`src/hw/hbp_pkg.sv`:
```
// Purpose: shared constants and types for the host bus port
// Assumes: core_clk at 10 MHz, synchronous active-high reset
// Notes: word address map is local to this block
package hbp_pkg;
  // ==========================================================
  // address map (word addresses, a[7:1])
  localparam logic [6:0] HBP_RX_DATA_ADDR = 7'h00;
  localparam logic [6:0] HBP_TX_DATA_ADDR = 7'h10;
  localparam logic [6:0] HBP_CSR_BASE = 7'h20;
  localparam logic [6:0] HBP_CSR_LAST = 7'h7f;
  localparam int HBP_QSEL_LSB = 2;
  // ==========================================================
  // csr bus and queue widths
  localparam int HBP_CSR_AW = 7;
  localparam int HBP_DW = 32;
  localparam int HBP_HW = 16;
  localparam int HBP_SIZE_W = 4;
  localparam logic [HBP_SIZE_W-1:0] HBP_TX_SIZE_RST = 4'h8;
  localparam logic [HBP_SIZE_W-1:0] HBP_RX_SIZE_RST = 4'h8;
  // ==========================================================
  // interrupt hold-off: one tick per 10 us at 10 MHz
  localparam int HBP_CLK_MHZ = 10;
  localparam int HBP_TICK_US = 10;
  localparam int HBP_TICK_CYC = HBP_TICK_US * HBP_CLK_MHZ;
  localparam int HBP_TICK_W = 7;
  localparam int HBP_HOLD_W = 8;
  localparam int HBP_SRC_N = 8;
  // ==========================================================
  // buffer depth
  localparam int HBP_BUF_DEPTH = 2;
  typedef enum logic [1:0] {HBP_IDLE, HBP_READ, HBP_WRITE, HBP_WAIT} hbp_state_t;
endpackage : hbp_pkg

```
`src/hw/hbp_stream_if.sv`:
```
// Purpose: valid/ready word stream between port modules
// Assumes: single clock domain
// Notes: source drives data and valid, sink drives ready
`timescale 1ns/1ps
interface hbp_stream_if;
  logic [31:0] data;
  logic valid;
  logic ready;
  modport src (output data, output valid, input ready);
  modport snk (input data, input valid, output ready);
endinterface : hbp_stream_if

```
`src/hw/hbp_host_port.sv`:
```
// Purpose: sram-like host bus port with data queue paths and irq
// Assumes: host pins synchronous to core_clk, one access per strobe
// Notes: csr bus is separate from the queue paths
`timescale 1ns/1ps
module hbp_host_port
  import hbp_pkg::*;
(
  input wire logic core_clk,
  input wire logic rst,
  input wire logic [6:0] addr,
  input wire logic read_strobe_low,
  input wire logic write_strobe_low,
  input wire logic chip_select_low,
  input wire logic queue_select,
  input wire logic [31:0] data_in,
  output logic [31:0] data_out,
  output logic data_lo_oe,
  output logic data_hi_oe,
  output logic data_hi_pulldown_en,
  input wire logic bus_width_strap,
  output logic bus_is_32,
  input wire logic big_endian,
  input wire logic irq_active_high,
  input wire logic irq_open_drain,
  input wire logic [HBP_HOLD_W-1:0] irq_holdoff,
  input wire logic [HBP_SRC_N-1:0] irq_src_en,
  input wire logic [HBP_SRC_N-1:0] irq_events,
  output logic irq_out,
  output logic irq_oe,
  input wire logic low_power,
  output logic wake_pulse,
  output logic csr_rd,
  output logic csr_wr,
  output logic [HBP_CSR_AW-1:0] csr_addr,
  output logic [31:0] csr_wdata,
  input wire logic [31:0] csr_rdata,
  output logic [31:0] tx_data,
  output logic tx_valid,
  input wire logic tx_ready,
  input wire logic [31:0] rx_data,
  input wire logic rx_valid,
  output logic rx_ready,
  input wire logic [HBP_SIZE_W-1:0] tx_size_cfg,
  input wire logic [HBP_SIZE_W-1:0] rx_size_cfg,
  output logic [HBP_SIZE_W-1:0] tx_size,
  output logic [HBP_SIZE_W-1:0] rx_size,
  output logic tx_stall
);
  // ==========================================================
  // strap capture
  logic rst_d_reg;
  logic width32_reg;
  always_ff @(posedge core_clk) begin
    rst_d_reg <= rst;
  end
  always_ff @(posedge core_clk) begin
    if (rst) begin
      width32_reg <= 1'b0;
    end else if (rst_d_reg) begin
      width32_reg <= bus_width_strap;
    end
  end
  assign bus_is_32 = width32_reg;
  assign data_hi_pulldown_en = !width32_reg;
  // ==========================================================
  // strobe decode
  // chip select qualifies strobes
  wire sel = !chip_select_low;
  wire rd_req = sel && !read_strobe_low;
  wire wr_req = sel && !write_strobe_low;
  wire q_path = queue_select || (addr < HBP_CSR_BASE);
  wire q_is_tx = queue_select ? addr[HBP_QSEL_LSB] : (addr >= HBP_TX_DATA_ADDR);
  wire csr_hit = !queue_select && (addr >= HBP_CSR_BASE) && (addr <= HBP_CSR_LAST);
  // offsets outside both windows never reach mac buffers
  wire [6:0] csr_off = addr - HBP_CSR_BASE;
  // halfword select from address bit 1
  wire upper_half = addr[0];
  // ==========================================================
  // access sequencer: one action per strobe assertion
  hbp_state_t state_reg;
  hbp_state_t state_next;
  always_comb begin
    state_next = state_reg;
    case (state_reg)
      HBP_IDLE: begin
        if (rd_req) begin
          state_next = HBP_READ;
        end else if (wr_req) begin
          state_next = HBP_WRITE;
        end
      end
      HBP_READ: begin
        state_next = HBP_WAIT;
      end
      HBP_WRITE: begin
        state_next = HBP_WAIT;
      end
      HBP_WAIT: begin
        if (!rd_req && !wr_req) begin
          state_next = HBP_IDLE;
        end
      end
      default: begin
        state_next = HBP_IDLE;
      end
    endcase
  end
  always_ff @(posedge core_clk) begin
    if (rst) begin
      state_reg <= HBP_IDLE;
    end else begin
      state_reg <= state_next;
    end
  end
  // single action per strobe, no host wait states
  wire act_rd = (state_reg == HBP_READ);
  wire act_wr = (state_reg == HBP_WRITE);
  // ==========================================================
  // byte order
  // byte swap when big endian
  wire [31:0] din_ord = big_endian ? {data_in[7:0], data_in[15:8], data_in[23:16], data_in[31:24]} : data_in;
  wire [15:0] din_h = big_endian ? {data_in[7:0], data_in[15:8]} : data_in[15:0];
  // ==========================================================
  // write path and halfword assembly
  logic [15:0] lo_hold_reg;
  logic [31:0] csr_wdata_reg;
  logic csr_wr_reg;
  logic csr_rd_reg;
  logic [HBP_CSR_AW-1:0] csr_addr_reg;
  wire word_done = width32_reg || upper_half;
  // 16-bit halves join into 32-bit word
  wire [31:0] wr_word = width32_reg ? din_ord : {din_h, lo_hold_reg};
  always_ff @(posedge core_clk) begin
    if (rst) begin
      lo_hold_reg <= 16'h0000;
    end else if (act_wr && !width32_reg && !upper_half) begin
      lo_hold_reg <= din_h;
    end
  end
  // csr traffic on its own bus
  always_ff @(posedge core_clk) begin
    if (rst) begin
      csr_wr_reg <= 1'b0;
      csr_rd_reg <= 1'b0;
      csr_addr_reg <= '0;
      csr_wdata_reg <= 32'h0000_0000;
    end else begin
      csr_wr_reg <= act_wr && csr_hit && word_done;
      csr_rd_reg <= rd_req && (state_reg == HBP_IDLE) && csr_hit;
      csr_addr_reg <= csr_off[HBP_CSR_AW-1:0];
      csr_wdata_reg <= wr_word;
    end
  end
  assign csr_wr = csr_wr_reg;
  assign csr_rd = csr_rd_reg;
  assign csr_addr = csr_addr_reg;
  assign csr_wdata = csr_wdata_reg;
  // ==========================================================
  // transmit queue path through two-entry buffer
  hbp_stream_if tx_in ();
  hbp_stream_if tx_out ();
  // tx words queued on own path
  assign tx_in.valid = act_wr && q_path && q_is_tx && word_done;
  assign tx_in.data = wr_word;
  assign tx_stall = !tx_in.ready;
  hbp_buf2 u_tx_buf (
    .clk(core_clk),
    .rst(rst),
    .in_s(tx_in.snk),
    .out_s(tx_out.src)
  );
  assign tx_data = tx_out.data;
  assign tx_valid = tx_out.valid;
  assign tx_out.ready = tx_ready;
  always_ff @(posedge core_clk) begin
    if (rst) begin
      tx_size <= HBP_TX_SIZE_RST;
      rx_size <= HBP_RX_SIZE_RST;
    end else begin
      tx_size <= tx_size_cfg;
      rx_size <= rx_size_cfg;
    end
  end
  // ==========================================================
  // read path
  // rx data only from the rx queue
  wire rx_pop = act_rd && q_path && !q_is_tx && word_done;
  assign rx_ready = rx_pop;
  wire [31:0] rsrc = csr_hit ? csr_rdata : (rx_valid ? rx_data : 32'h0000_0000);
  wire [31:0] rsrc_ord = big_endian ? {rsrc[7:0], rsrc[15:8], rsrc[23:16], rsrc[31:24]} : rsrc;
  wire [15:0] rhalf = upper_half ? rsrc[31:16] : rsrc[15:0];
  wire [15:0] rhalf_ord = big_endian ? {rhalf[7:0], rhalf[15:8]} : rhalf;
  always_ff @(posedge core_clk) begin
    if (rst) begin
      data_out <= 32'h0000_0000;
    end else if (act_rd) begin
      data_out <= width32_reg ? rsrc_ord : {16'h0000, rhalf_ord};
    end
  end
  wire reading = rd_req && (state_reg != HBP_IDLE);
  assign data_lo_oe = reading;
  assign data_hi_oe = reading && width32_reg;
  // ==========================================================
  // wake detect
  logic wake_reg;
  always_ff @(posedge core_clk) begin
    if (rst) begin
      wake_reg <= 1'b0;
    end else begin
      wake_reg <= low_power && wr_req && (state_reg == HBP_IDLE);
    end
  end
  assign wake_pulse = wake_reg;
  // ==========================================================
  // interrupt with hold-off; tick divider keeps counter short
  logic [HBP_TICK_W-1:0] tick_cnt_reg;
  logic [HBP_HOLD_W-1:0] hold_cnt_reg;
  logic irq_reg;
  wire tick = (tick_cnt_reg == HBP_TICK_W'(HBP_TICK_CYC - 1));
  wire irq_any = |(irq_events & irq_src_en);
  // restart the divider on a drop so the hold-off spans whole ticks
  wire irq_drop = irq_reg && !irq_any;
  always_ff @(posedge core_clk) begin
    if (rst) begin
      tick_cnt_reg <= '0;
    end else begin
      tick_cnt_reg <= (tick || irq_drop) ? '0 : tick_cnt_reg + 1'b1;
    end
  end
  always_ff @(posedge core_clk) begin
    if (rst) begin
      irq_reg <= 1'b0;
      hold_cnt_reg <= '0;
    end else if (irq_reg && !irq_any) begin
      irq_reg <= 1'b0;
      hold_cnt_reg <= irq_holdoff;
    end else if (hold_cnt_reg != '0) begin
      if (tick) begin
        hold_cnt_reg <= hold_cnt_reg - 1'b1;
      end
    end else begin
      irq_reg <= irq_any;
    end
  end
  assign irq_out = irq_open_drain ? 1'b0 : (irq_reg ~^ irq_active_high ? 1'b0 : 1'b1) ^ 1'b1;
  assign irq_oe = irq_open_drain ? irq_reg : 1'b1;
  // ==========================================================
  // checks
  // no action without select
  chk_cs_gates_action: assert property (@(posedge core_clk) disable iff (rst)
      (state_reg == HBP_IDLE && chip_select_low) |=> state_reg == HBP_IDLE)
    else $error("action without chip select");
  chk_read_one_cycle: assert property (@(posedge core_clk) disable iff (rst)
      (state_reg == HBP_IDLE && rd_req) |=> act_rd ##1 !act_rd)
    else $error("read not single action");
  chk_write_one_cycle: assert property (@(posedge core_clk) disable iff (rst)
      (state_reg == HBP_IDLE && !rd_req && wr_req) |=> act_wr ##1 !act_wr)
    else $error("write not single action");
  chk_wake_follows: assert property (@(posedge core_clk) disable iff (rst)
      (low_power && wr_req && state_reg == HBP_IDLE) |=> wake_pulse)
    else $error("wake missed");
  chk_qsel_no_csr: assert property (@(posedge core_clk) disable iff (rst)
      (act_wr && queue_select) |=> !csr_wr)
    else $error("queue access hit csr");
  chk_pulldown_mode: assert property (@(posedge core_clk) disable iff (rst)
      data_hi_pulldown_en == !bus_is_32)
    else $error("pull-down state wrong");
  chk_hi_lanes_idle: assert property (@(posedge core_clk) disable iff (rst)
      !bus_is_32 |-> !data_hi_oe)
    else $error("upper lanes driven in 16-bit");
  chk_strap_held: assert property (@(posedge core_clk) disable iff (rst)
      !rst_d_reg && !$past(rst_d_reg) |-> $stable(bus_is_32))
    else $error("width changed after reset");
  chk_irq_holdoff: assert property (@(posedge core_clk) disable iff (rst)
      $fell(irq_reg) && irq_holdoff != '0 |=> !irq_reg [*8])
    else $error("irq reasserted inside hold-off");
  chk_irq_masked: assert property (@(posedge core_clk) disable iff (rst)
      (irq_src_en == '0 && !irq_reg) |=> !irq_reg)
    else $error("masked source raised irq");
  cov_tx_word: cover property (@(posedge core_clk) disable iff (rst) tx_in.valid && tx_in.ready);
  cov_rx_pop: cover property (@(posedge core_clk) disable iff (rst) rx_pop && rx_valid);
  cov_tx_full: cover property (@(posedge core_clk) disable iff (rst) tx_stall);
  cov_wake: cover property (@(posedge core_clk) disable iff (rst) wake_pulse);
endmodule : hbp_host_port

```
`src/hw/hbp_buf2.sv`:
```
// Purpose: two-entry skid buffer on the word path
// Assumes: synchronous reset
// Notes: ready follows free space, so a stalled sink fills it
`timescale 1ns/1ps
module hbp_buf2
  import hbp_pkg::*;
(
  input wire logic clk,
  input wire logic rst,
  hbp_stream_if.snk in_s,
  hbp_stream_if.src out_s
);
  // ==========================================================
  // storage
  logic [HBP_DW-1:0] mem_reg [HBP_BUF_DEPTH];
  logic wr_ptr_reg;
  logic rd_ptr_reg;
  logic [1:0] cnt_reg;
  wire push = in_s.valid && in_s.ready;
  wire pop = out_s.valid && out_s.ready;
  assign in_s.ready = (cnt_reg != 2'h2);
  assign out_s.valid = (cnt_reg != 2'h0);
  assign out_s.data = mem_reg[rd_ptr_reg];
  always_ff @(posedge clk) begin
    if (push) begin
      mem_reg[wr_ptr_reg] <= in_s.data;
    end
  end
  always_ff @(posedge clk) begin
    if (rst) begin
      wr_ptr_reg <= 1'b0;
      rd_ptr_reg <= 1'b0;
      cnt_reg <= 2'h0;
    end else begin
      wr_ptr_reg <= wr_ptr_reg ^ push;
      rd_ptr_reg <= rd_ptr_reg ^ pop;
      cnt_reg <= cnt_reg + {1'b0, push} - {1'b0, pop};
    end
  end
  chk_buf_no_overfill: assert property (@(posedge clk) disable iff (rst) cnt_reg <= 2'h2)
    else $error("buffer count above two");
  chk_buf_full_stall: assert property (@(posedge clk) disable iff (rst) (cnt_reg == 2'h2) |-> !in_s.ready)
    else $error("buffer full yet ready");
  cov_buf_fill: cover property (@(posedge clk) disable iff (rst) cnt_reg == 2'h2);
endmodule : hbp_buf2

```
`config.mk`:
```
export PLATFORM = sky130hd
export DESIGN_NAME = hbp_host_port
export DESIGN_NICKNAME = d
export VERILOG_FILES = /design/src/hw/hbp_pkg.sv /design/src/hw/hbp_stream_if.sv /design/src/hw/hbp_host_port.sv /design/src/hw/hbp_buf2.sv
export SDC_FILE = /design/constraint.sdc
export NUM_CORES = 1
export LEC_CHECK = 0
export ABC_AREA = 1
export BUFFER_PORTS_ARGS = -buffer_cell sky130_fd_sc_hd__buf_2
export CAP_MARGIN = 20
export CORE_MARGIN = 3
export CORE_UTILIZATION = 57
export CTS_CLUSTER_SIZE = 25
export DETAILED_ROUTE_END_ITERATION = 7
export MAX_ROUTING_LAYER = met4
export PLACE_DENSITY = 0.86
export SLEW_MARGIN = 20
export SYNTH_ARGS = -nofsm -noshare
export SYNTH_HDL_FRONTEND = slang
export SYNTH_SLANG_ARGS = --single-unit
```
`constraint.sdc`:
```
create_clock -name core_clk -period 7.69 [get_ports core_clk]
set_clock_uncertainty 0.15 [all_clocks]
set_input_delay 0.769 -clock core_clk [delete_from_list [all_inputs] [get_ports core_clk]]
set_output_delay 0.769 -clock core_clk [all_outputs]
set_load 0.01 [all_outputs]
```
==> results of run 1 <==
==> how the worst max path moves through the flow <==
stage                                         start                               end  slack (ns)  cells after the start
final                     state_reg[1]$_SDFFE_PP0P_                          rx_ready        4.38                      6
after global placement                          rst        tick_cnt_reg[6]$_SDFF_PP0_        3.97                      5
after CTS                 state_reg[1]$_SDFFE_PP0P_                          rx_ready        4.40                      6
after global routing      state_reg[1]$_SDFFE_PP0P_                          rx_ready        4.25                      6
after detailed placement                    addr[0]          data_out[6]$_SDFFE_PP0N_        4.43                     11
after floorplan                             addr[5]  u_tx_buf.mem_reg[1][0]$_DFFE_PP_        4.39                      6
==> final cells by class <==
class                      count  area [µm²]  share of cell area
tap                          216         270              0.0235
clock buffer                  17         425              0.0369
timing repair buffer         280        1440               0.125
sequential                   186        4370               0.379
clock inverter                15         211              0.0184
inverter                     159         598              0.0519
antenna                        2        5.00            0.000435
multi-input combinational    908        4200               0.365
==> power by group <==
part | leakage (nW) | internal (mW) | total, mW | switching (mW)
registers | 1.58 | 1.14 | 1.19 | 0.0534
logic | 4.00 | 0.270 | 0.791 | 0.521
clock network | 0.311 | 0.554 | 0.944 | 0.391
total | 5.90 | 1.96 | 2.92 | 0.965
==> Yosys cell counts <==
library cell / instances
nand2_1: 356
nand2_2: 9
ha_1: 11
nand4_1: 1
xor2_1: 6
edfxtp_1: 64
buf_6: 2
a21oi_2: 3
a31oi_1: 5
nand3_1: 246
nand2_4: 1
o21ai_0: 72
or2_1: 1
nand2_8: 1
nor2_1: 75
dfxtp_1: 122
nor4_1: 1
o21ai_1: 1
inv_1: 153
xnor2_1: 2
buf_8: 1
inv_2: 3
a21oi_1: 98
clkinv_1: 3
nor3_1: 9
buf_4: 3
or2_2: 3
buf_2: 20
nor2_4: 2
o211ai_1: 5
clkbuf_1: 47
buf_1: 10
==> through the flow <==
step	utilization	worst slack (ns)
final	0.715	4.38
after floorplan	-	4.39
after global placement	0.674	3.97
after CTS	0.713	4.40
after detailed placement	0.674	4.43
after global routing	0.715	4.25
==> worst max-delay path, delay by kind of cell (launching register included) <==
family        cells  cell delay, ns
simple gates      1            0.32
flops             1            0.36
fa+ha+maj         1            0.14
buf+inv           4            1.12
==> kinds of logic (layout without fill, tap and decap cells) <==
| group | after synthesis | in the layout |
|---|---|---|
| and+or+nand+nor | 705 | 705 |
| buffers and inverters | 242 | 471 |
| DFF | 186 | 186 |
| AOI/OAI and AO/OA | 184 | 184 |
| adders and majority gates | 11 | 11 |
| xor gates and xnor gates | 8 | 8 |
| other | 0 | 2 |
==> metal layers <==
layer / GRT usage / part of all wire
met2: 0.516 / 0.49
met1: 0.368 / 0.37
met4: 0.178 / 0.053
met3: 0.0427 / 0.093
met5: - / 0
==> results by stage, run 1 <==
Timing:
- The tightest slew margin relative to the limit is 0.431.
- The final count of pins violating max slew came to 0.
- The slew of the pin with the lowest slew margin is 0.853 ns.
- Across all hold checks on the routed design, the worst slack comes to 0.314 ns.
- Derived from the worst setup path, the maximum achievable clock frequency is 302 MHz.
- Setup violations remaining at the end of the flow were counted as 0.
- Of the available clock period, the critical path in the final layout requires 0.431.
- The shortest period the worst path allows is 3.31 ns.
- The final total negative setup slack is 0 ns.
- Setup repair after global routing left no endpoint under its margin.
- The final hold violation count is 0.

Drt:
- The detailed-route via count is 9785.
- In the final routed layout, each cell accounts on average for 16.0 µm.
- In this run the remaining antenna-violating nets after routing total 0.
- The starting DRC count in detailed routing is 1005.
- After detailed routing, the number of remaining DRC violations is 0.
- Summed over all layers, the routed wires come to 28.5 mm.
- The first detailed-routing pass took 6 iterations.
- The average via count per standard cell is 5.49.

Finish:
- The top cell types in the final layout, fill and taps aside, are nand2_1 (356), buf_2 (269), nand3_1 (246).
- The fraction of layout cells with a size suffix above 1 is 0.214.
- For this run, the post-layout net count is 1711.
- The commonest non-fill, non-tap cell in the layout is nand2_1.
- The layout has 1310 filler cells.
- The post-route cell area is 11500 µm².
- The finished layout holds 1783 standard cells, fillers aside.
- Relative to the synthesized area, the layout overhead comes to 20.8%.
- The register with the most flip-flops in the layout has 64 of them.

Setup path:
- The terminus of the critical flop-to-flop path is lo_hold_reg[15]$_SDFFE_PP0P_.
- The worst reg-to-reg setup slack is 5.35 ns.
- The logic depth of the worst register-to-register path is 8.
- The biggest cell delay along the critical path is 0.52 ns.
- The critical path is of the reg2out type.
- In this run the worst path has a maximum fanout of 34.
- The kind of start point of the critical path is a flop.
- STA classifies the critical path endpoint as a primary output.
- Data on the critical path arrives at its endpoint at 2.39 ns.
- The worst register-to-register path begins at bus_is_32$_SDFFE_PP0P_.
- STA puts the critical path data required time at 6.77 ns.
- The critical path's slowest cell is clkinv_1.
- The signal on the critical path passes through inv_1 -> ha_1 -> buf_4 -> clkinv_1 -> nor3_1 -> buf_2.

Flow run:
- The number of maximum-capacitance constraint violations is 0.

Floorplan:
- The placeable core region is 16100 µm².
- The horizontal extent of the die is 135 µm.
- The number of rows in the core area is 46.
- The initial standard-cell utilization of the core is 0.592.
- The die extent in y is 135 µm.
- The die footprint is 18300 µm².
- The I/O pin total is 271.

Synthesis:
- The synthesized area per cell is 7.14 µm².
- dfxtp_1 takes more of the synthesized area than any other cell.
- Of the post-synthesis cell area, the dominant cell type holds 0.256.
- The area share of xor/xnor cells in the synthesized design is 0.00735.
- The count of different cell masters after synthesis is 32.
- The flip-flop and latch count after synthesis is 186.
- The cell area that synthesis handed to floorplanning was 9540 µm².
- In the post-synthesis netlist, the biggest area contributors are dfxtp_1 (26%), edfxtp_1 (20%), nand2_1 (14%).
- Of the post-synthesis cell area, the part taken by muxes is 0.
- The number of cells produced by synthesis is 1336.
- By area, the combinational part of the netlist is dominated by simple AND/OR/NAND/NOR gates.
- The adder-cell share of the synthesized area is 0.0144.
- The synthesis warning total is 0.
- The compound-gate portion of the synthesized area was 0.0997.
- The share of the Yosys chip area taken by registers is 0.458.
- Counting every net in the synthesized netlist gives 1495.
- Of the total synthesized cell area, the portion taken by AND, OR, NAND and NOR gates is 0.319.

Placement:
- The HPWL after detailed placement is 19.1 mm.
- Input and output buffers added on the ports amount to 270.
- The weighted congestion at the end of routability-driven global placement is 0.930.
- The placed instance area is 10900 µm².
- In this run, placement finished with an instance count of 1748.

Global route:
- The overall overflow remaining after global route is 0.
- The global-route wire length before repair is 43.9 mm.
- In the global route stage, overall resource usage came out at 0.312.
- The number of global-route vias before repair is 8930.
- The initial antenna violation count came to 2.
- The pin count of the biggest net entering global routing is 113.

CTS:
- After clock tree synthesis, the repair step resized 0 gates.
- The clock reaches the later pin of the worst-skew pair after 0.43 ns.
- After clock tree synthesis, the clock-pin slew on the worst setup and hold paths is 0.07 ns.
- CTS placed an instance of clkbuf_16 at the clock tree root.
- The CTS H-tree depth is 4.
- The sink count of the clock tree is 186.
- In this run, CTS created clock tree buffers numbering 17.
- TritonCTS built the clock tree.
- The quantity of hold-fixing buffers added after cts is 0.
- The total setup buffers inserted after CTS is 0.
- The deepest clock path buffer count is 2.

Worst hold path:
- The worst-case hold path end point is data_out[21]$_SDFFE_PP0N_.
- The kind of path behind the tightest hold check is reg2reg.
- Counting instances, the worst hold path has a depth of 2.
- The worst hold path begins at data_out[21]$_SDFFE_PP0N_.

Status:
- The flow ran to the end, and the final reports show no timing, DRC or antenna violations.

Power and ir drop:
- The maximum ir drop on the vdd rail is 160 µV.
- Dividing total power by cell area gives a power density of 254 nW/µm².
- The overall power is 2.92 mW.
- The leakage power is 5.90 nW.
Note: power is estimated with default switching activity, not from simulation.
==> run 2: changes to the inputs <==
Settings changed: ABC_AREA 1 to 0, CORE_UTILIZATION 57 to 52, PLACE_DENSITY 0.86 to 0.8.
Clock period 7.69 ns to 3.3 ns, I/O delays scaled along.
==> results by stage, run 2 <==
Status:
- The flow ran to the end, and the final reports show no timing, DRC or antenna violations.

Synthesis:
- Counting distinct cell types in the post-synthesis netlist gives 54.
- The post-synthesis net count is 1056.
- The mapped netlist covers 9310 µm².
- The sequential fraction of the synthesis area is 0.469.
- The most frequent cell after synthesis is dfxtp_1.
- The share of synthesized area in the top cell type comes to 0.262.
- For this run, the leading register cell type out of synthesis is dfxtp_1.
- The number of cells produced by synthesis is 897.
- Of the post-synthesis cell area, the part taken by muxes is 0.137.
- Counting flops with an async set or reset pin after synthesis yields a share of 0.
- The number of enable-type register cells in the synthesized netlist is 64.
- The biggest area consumer among synthesized cells is dfxtp_1.
- Synthesis inferred 186 register bits.
- The compound-gate portion of the synthesized area is 0.162.
- The simple logic cell fraction of the synthesized area is 0.167.
- In this run the mean area of a mapped cell was 10.4 µm².
- In the post-synthesis netlist, the biggest area contributors are dfxtp_1 (26%), edfxtp_1 (21%), mux4_2 (7.7%).
- Of the total synthesized cell area, the portion taken by XOR and XNOR cells is 0.0132.
- After synthesis, the most frequently instantiated cells are dfxtp_1 (122), nor2_1 (81), edfxtp_1 (64), nor2b_1 (61), clkbuf_1 (56).
- The adder-cell share of the synthesized area is 0.0148.
- The synthesis warning total is 0.
- After synthesis, the largest family of logic cells by area is simple AND/OR/NAND/NOR gates.

Drt:
- The detailed-route via count is 8145.
- The detailed router finished its first iteration with 661 violations.
- The first detailed-routing pass took 5 iterations.
- In this run the remaining antenna-violating nets after routing total 0.
- The number of design rule violations left after detail routing is 0.
- Summed over all layers, the routed wires come to 26.1 mm.
- The average via count per standard cell is 5.86.
- In the final routed layout, each cell accounts on average for 18.8 µm.

Setup path:
- The biggest cell delay along the critical path is 0.54 ns.
- The path type of the worst setup path is in2reg.
- The top fanout value on the critical path is 32.
- The arrival time of the worst setup path is 2.58 ns.
- The required arrival time at the worst endpoint is 3.22 ns.
- Walking the worst path, the cells encountered are dlygate4sd3_1 -> buf_2 -> inv_1 -> ha_1 -> nand3b_1 -> a211oi_1 -> ha_1 -> buf_4.
- The type of element capturing the critical path is a flop.
- The library cell appearing most often on the critical path is ha_1.
- The worst setup path is launched from an input port.
- Among all stages on the critical path, the largest delay is contributed by dlygate4sd3_1.

Global route:
- The overall global routing resource usage is 0.274.
- The initial antenna violation count is 0.
- The pin count of the biggest net entering global routing is 81.
- The met1 global-route usage is 0.341.
- In the global route stage, met3 resource usage came out at 0.0522.
- After global routing the overflow that remains totals 0.
- The most crowded layer after global routing is met2.
- The number of global-route vias before repair was 8045.
- The global routing met2 resource utilization is 0.455.
- The first global-routing pass estimated 41.9 mm of wire.

CTS:
- The clock tree from TritonCTS is built.
- The clock transition at the register clock pins on the worst setup and hold paths after CTS is 0.08 ns.
- The cell sitting at the root of the clock tree is a clkbuf_16.
- The H-tree generated during clock tree synthesis spans 4 levels.
- Buffers inserted during clock tree synthesis total 17.
- The sink count of the clock tree is 186.
- The deepest clock path buffer count is 2.
- The total setup buffers inserted after CTS is 0.
- At the later pin of the worst-skew pair, clock insertion delay measures 0.44 ns.

Timing:
- The portion of the clock cycle consumed by the worst path in the final layout is 0.805.
- The final number of setup-violating endpoints is 0.
- The worst hold margin is 0.0256 ns.
- The final count of pins violating max slew was 0.
- The maximum clock frequency is 376 MHz.
- Adding up every negative setup slack in the final design gives 0 ns.
- Measured against its own limit, the worst slew margin works out to 0.487.
- The final hold violation count is 0.
- Setup repair after global routing left no endpoint under its margin.
- At the pin with the least slew margin, the transition time is 0.770 ns.
- The shortest period the worst path allows is 2.66 ns.

Floorplan:
- The die covers 19500 µm².
- The initial utilization of the core area, before any placement, comes to 0.534.
- The placeable core region is 17400 µm².
- The I/O pin total is 271.
- After floorplanning, the core was divided into 48 placement rows.
- The horizontal extent of the die is 140 µm.
- Measured along the y axis, the die boundary spans 140 µm.

Placement:
- After detailed placement, the design holds a cell count of 1340.
- The number of input and output port buffers inserted is 270.
- At the end of routability-driven placement, the weighted congestion stood at 0.964.
- The placed instance area is 10800 µm².
- After legalization and detailed placement, the total HPWL measured 18.3 mm.

Finish:
- In the layout the commonest cells are buf_2 (268), dfxtp_1 (121), nor2_1 (81).
- The number of nets in the final layout is 1311.
- The synthesis-to-finish area growth is 25.3%.
- Of the cells placed in the final design, the portion with a size suffix greater than 1 is 0.343.
- Fill cells in the final layout number 1346.
- The number of diodes is 0.
- The post-route cell area is 11700 µm².
- The commonest non-fill, non-tap cell in the layout is buf_2.
- The combined flip-flop and latch cell area is 4370 µm².
- The register with the most flip-flops in the layout has 64 of them.
- The combined area of the multi-input logic cells is 4610 µm².
- The finished layout holds 1390 standard cells, fillers aside.

Flow run:
- The number of maximum-capacitance constraint violations is 0.

Worst hold path:
- The worst hold path belongs to the class in2reg.

Power and ir drop:
- For this design the static power due to leakage is 4.76 nW.
- The worst-case IR drop observed on VDD is 354 µV.
- The total power density per cell area is 592 nW/µm².
## run 2: changes by cell type after synthesis, moves of 35 or more
cell	change
a21oi_1	-44
and2_1	+35
inv_1	-141
nand2_1	-316
nand3_1	-243
nor2b_1	+61
o21ai_0	-38
## run 2: final cells by class
cell class	count	share of cell area
Tap cell	225	0.0241
Inverter	13	0.00418
Clock buffer	18	0.0377
Timing Repair Buffer	310	0.147
Clock inverter	14	0.0175
Sequential cell	186	0.375
Multi-Input combinational cell	624	0.395
## run 2: logic make-up (layout without fill, tap and decap cells)
group | Yosys count | in the layout
and+or+nand+nor | 297 | 297
AOI/OAI and AO/OA | 219 | 219
DFF | 186 | 186
buffers and inverters | 87 | 355
muxes | 83 | 83
xor gates and xnor gates | 14 | 14
adders and majority gates | 11 | 11
## run 2: through the flow
stage               setup slack (ns)   util  total power [mW]
detailed placement             0.801  0.622              4.75
CTS                            0.637  0.670              6.96
floorplan                      0.858      -              4.04
global route                   0.465  0.670              7.26
finish                         0.642  0.670              6.91
global placement               0.854  0.622              4.71
## run 2: worst paths after layout
path                                      endpoint                       start  slack [ns]  cells after the start
setup / recovery  u_tx_buf.mem_reg[0][6]$_DFFE_PP_                     addr[5]        0.64                      8
hold / removal              csr_addr[4]$_SDFF_PP0_                     addr[4]        0.03                      2
setup reg to reg  u_tx_buf.mem_reg[0][6]$_DFFE_PP_   state_reg[0]$_SDFFE_PP0P_        0.82                      6
hold reg to reg         tick_cnt_reg[0]$_SDFF_PP0_  tick_cnt_reg[0]$_SDFF_PP0_        0.30                      1
## run 2: layer usage
layer	vias to the layer above	wire length [µm]
li1	3840	-
met1	3851	10600
met2	407	12900
met3	47	1990
met4	0	616
met5	-	0
## run 2: timing repair
item                                   CTS  global route
hold buffers                            18             0
endpoints found under the hold margin   16             0
gates resized for setup                  0             0
## run 2: critical path: cells and delay by family
| kind | cells | cell delay (ns) |
|---|---|---|
| and+or+nand+nor | 1 | 0.10 |
| AOI/OAI and AO/OA | 1 | 0.54 |
| buffers and inverters | 4 | 1.15 |
| adders and majority gates | 2 | 0.43 |
## run 2: power breakdown
| group | internal [mW] | total, mW | switching [mW] | leakage (nW) |
|---|---|---|---|---|
| clock | 1.19 | 2.17 | 0.986 | 0.314 |
| combinational | 0.856 | 1.98 | 1.12 | 2.87 |
| sequential | 2.64 | 2.76 | 0.117 | 1.58 |
==> run 3: changes to the inputs <==
Settings changed: CORE_UTILIZATION 52 to 47, PLACE_DENSITY 0.8 to 0.76.
Clock period 3.3 ns to 2.3 ns, I/O delays scaled along.
==> results by stage, run 3 (same netlist as run 2, synthesis figures left out) <==
Status:
- The run finished with clean final reports.

Drt:
- Across all layers, the routed design uses 8105 vias.
- The average via count per standard cell is 5.58.
- Once detail routing completed, the nets flagged for antenna violations numbered 0.
- For this run, design rule violations remaining after detail routing come to 0.
- The final routed wirelength across all metal layers is 26.3 mm.
- After detailed routing, the average wire length per cell comes to 18.1 µm.
- The first-pass iteration count of the detailed router is 7.
- The starting DRC count in detailed routing is 534.

Global route:
- Entering global routing, the biggest net connects 73 pins.
- The number of global-route vias before repair is 7722.
- After global routing, the most crowded layer is met2.
- The initial antenna violation count is 0.
- For met1 alone, demand over resource in global routing was 0.316.
- The met3 layer usage reported by global route is 0.0321.
- The overall overflow remaining after global route is 0.
- For this run, the total global-route usage over all layers was measured as 0.245.
- The global routing met2 resource utilization is 0.404.
- The global-route wire length before repair is 41.4 mm.

Finish:
- At the end of the flow, the number of nets in the layout was 1337.
- In the final layout, the share of cells above drive strength 1 is 0.358.
- The commonest non-fill, non-tap cell in the layout is buf_2.
- The register with the most flip-flops in the layout has 64 of them.
- The finished layout holds 1452 standard cells, fillers aside.
- In the layout the commonest cells are buf_2 (265), dfxtp_1 (119), nor2_1 (80).
- Compared with the post-synthesis result, the final layout area differs by 29.3%.
- The number of fill cells in the layout is 1538.

Timing:
- The worst hold margin is 0.0203 ns.
- The shortest period the worst path allows is 2.22 ns.
- Setup repair after global routing left no endpoint under its margin.
- The slew of the pin with the lowest slew margin is 0.746 ns.
- The worst pin sits at a relative slew slack of 0.502.
- The final hold violation count came to 0.
- The portion of the clock cycle consumed by the worst path in the final layout is 0.967.
- The maximum clock frequency is 450 MHz.
- The final number of setup-violating endpoints is 0.
- The final total negative setup slack is 0 ns.
- The final count of pins violating max slew is 0.

Floorplan:
- For this design the top-level I/O count stands at 271.
- The die is 147 µm wide.
- The placeable core region is 19100 µm².
- The die extent in y is 147 µm.
- After floorplanning, the core was divided into 50 placement rows.
- The initial utilization of the core area, before any placement, comes to 0.488.
- The die covers 21500 µm².

CTS:
- The clock transition at the register clock pins on the worst setup and hold paths after CTS is 0.08 ns.
- The cell sitting at the root of the clock tree is a clkbuf_16.
- The number of buffers created by CTS is 17.
- The clock passes through at most 2 buffers.
- The sink count of the clock tree is 186.
- TritonCTS built the clock tree.
- The insertion delay of the later-clocked pin in the worst-skew pair is 0.42 ns.
- The CTS H-tree depth is 4.

Power and ir drop:
- For this design the ratio of total power to cell area is 807 nW/µm².
- VDD sags by at most 481 µV.
- Summed over all cells, the static leakage comes to 4.92 nW.

Setup path:
- Data arrives at the worst endpoint at 2.43 ns.
- The path type of the worst setup path is reg2reg.
- STA classifies the critical path endpoint as a flop.
- The top fanout value on the critical path is 8.
- The worst setup path is launched from a flop.
- Data on the critical path is required at its endpoint by 2.51 ns.

Placement:
- The placed instance count is 1385.
- At the end of routability-driven placement, the weighted congestion stood at 0.984.
- The number of input and output port buffers inserted is 270.
- Summed over all nets, the half-perimeter wirelength after detailed placement is 18.9 mm.

Flow run:
- The tool flagged a number of max-cap violations equal to 0.

Worst hold path:
- The tightest min-delay check is of the in2reg type.
==> run 3: what timing repair did <==
| action | 4_1_cts | 5_1_grt |
|---|---|---|
| gates resized for setup | 0 | 19 |
| endpoints found under the hold margin | 27 | 0 |
| setup endpoints to repair | 0 | 17 |
| buffers inserted | 0 | 8 |
| hold buffers | 28 | 0 |
==> run 3: layout make-up <==
class	instances	area, µm²	share of cell area
multi-input combinational	624	4640	0.386
inverter	13	48.8	0.00405
tap	260	325	0.0270
sequential	186	4370	0.363
timing repair buffer	336	2080	0.173
clock buffer	19	433	0.0360
antenna	1	2.50	0.000208
clock inverter	13	128	0.0106
==> run 3: power by group <==
| group | switching (mW) | total [mW] | internal, mW | leakage (nW) |
|---|---|---|---|---|
| registers | 0.216 | 4.01 | 3.79 | 1.59 |
| clock network | 1.36 | 2.80 | 1.44 | 0.277 |
| logic | 1.59 | 2.90 | 1.32 | 3.06 |
| total | 3.17 | 9.71 | 6.55 | 4.92 |
==> run 3: final timing paths <==
kind / startpoint / end / slack (ns) / cells after the start
worst min-delay path: addr[1] / csr_addr[1]$_SDFF_PP0_ / 0.02 / 2
worst max register to register: hold_cnt_reg[2]$_SDFFE_PP0P_ / hold_cnt_reg[1]$_SDFFE_PP0P_ / 0.08 / 4
worst max-delay path: hold_cnt_reg[2]$_SDFFE_PP0P_ / hold_cnt_reg[1]$_SDFFE_PP0P_ / 0.08 / 4
worst min register to register: tick_cnt_reg[0]$_SDFF_PP0_ / tick_cnt_reg[0]$_SDFF_PP0_ / 0.31 / 1
==> run 3: metal layers <==
metal	vias to the layer above	wire length, µm
li1	3889	-
met5	-	0
met3	41	1660
met4	0	677
met2	391	13100
met1	3784	10900
==> run 3: stage by stage <==
stage / worst slack, ns / power (mW) / cell area [µm²] / utilization
global route: 0.000298 / 10.2 / 12000 / 0.631
finish: 0.0766 / 9.71 / 12000 / 0.631
detailed placement: 0.0259 / 6.88 / 11100 / 0.579
CTS: 0.0314 / 9.73 / 11900 / 0.623
global placement: 0.102 / 6.83 / 11100 / 0.579
floorplan: 0.00823 / 5.80 / 9310 / -
==> run 3: worst max-delay path, cell delays in order (launching register included) <==
cell and delay, ns:
dfxtp_1 0.32, or4_4 0.55, or4b_4 0.62, a311o_1 0.39, a21oi_2 0.13
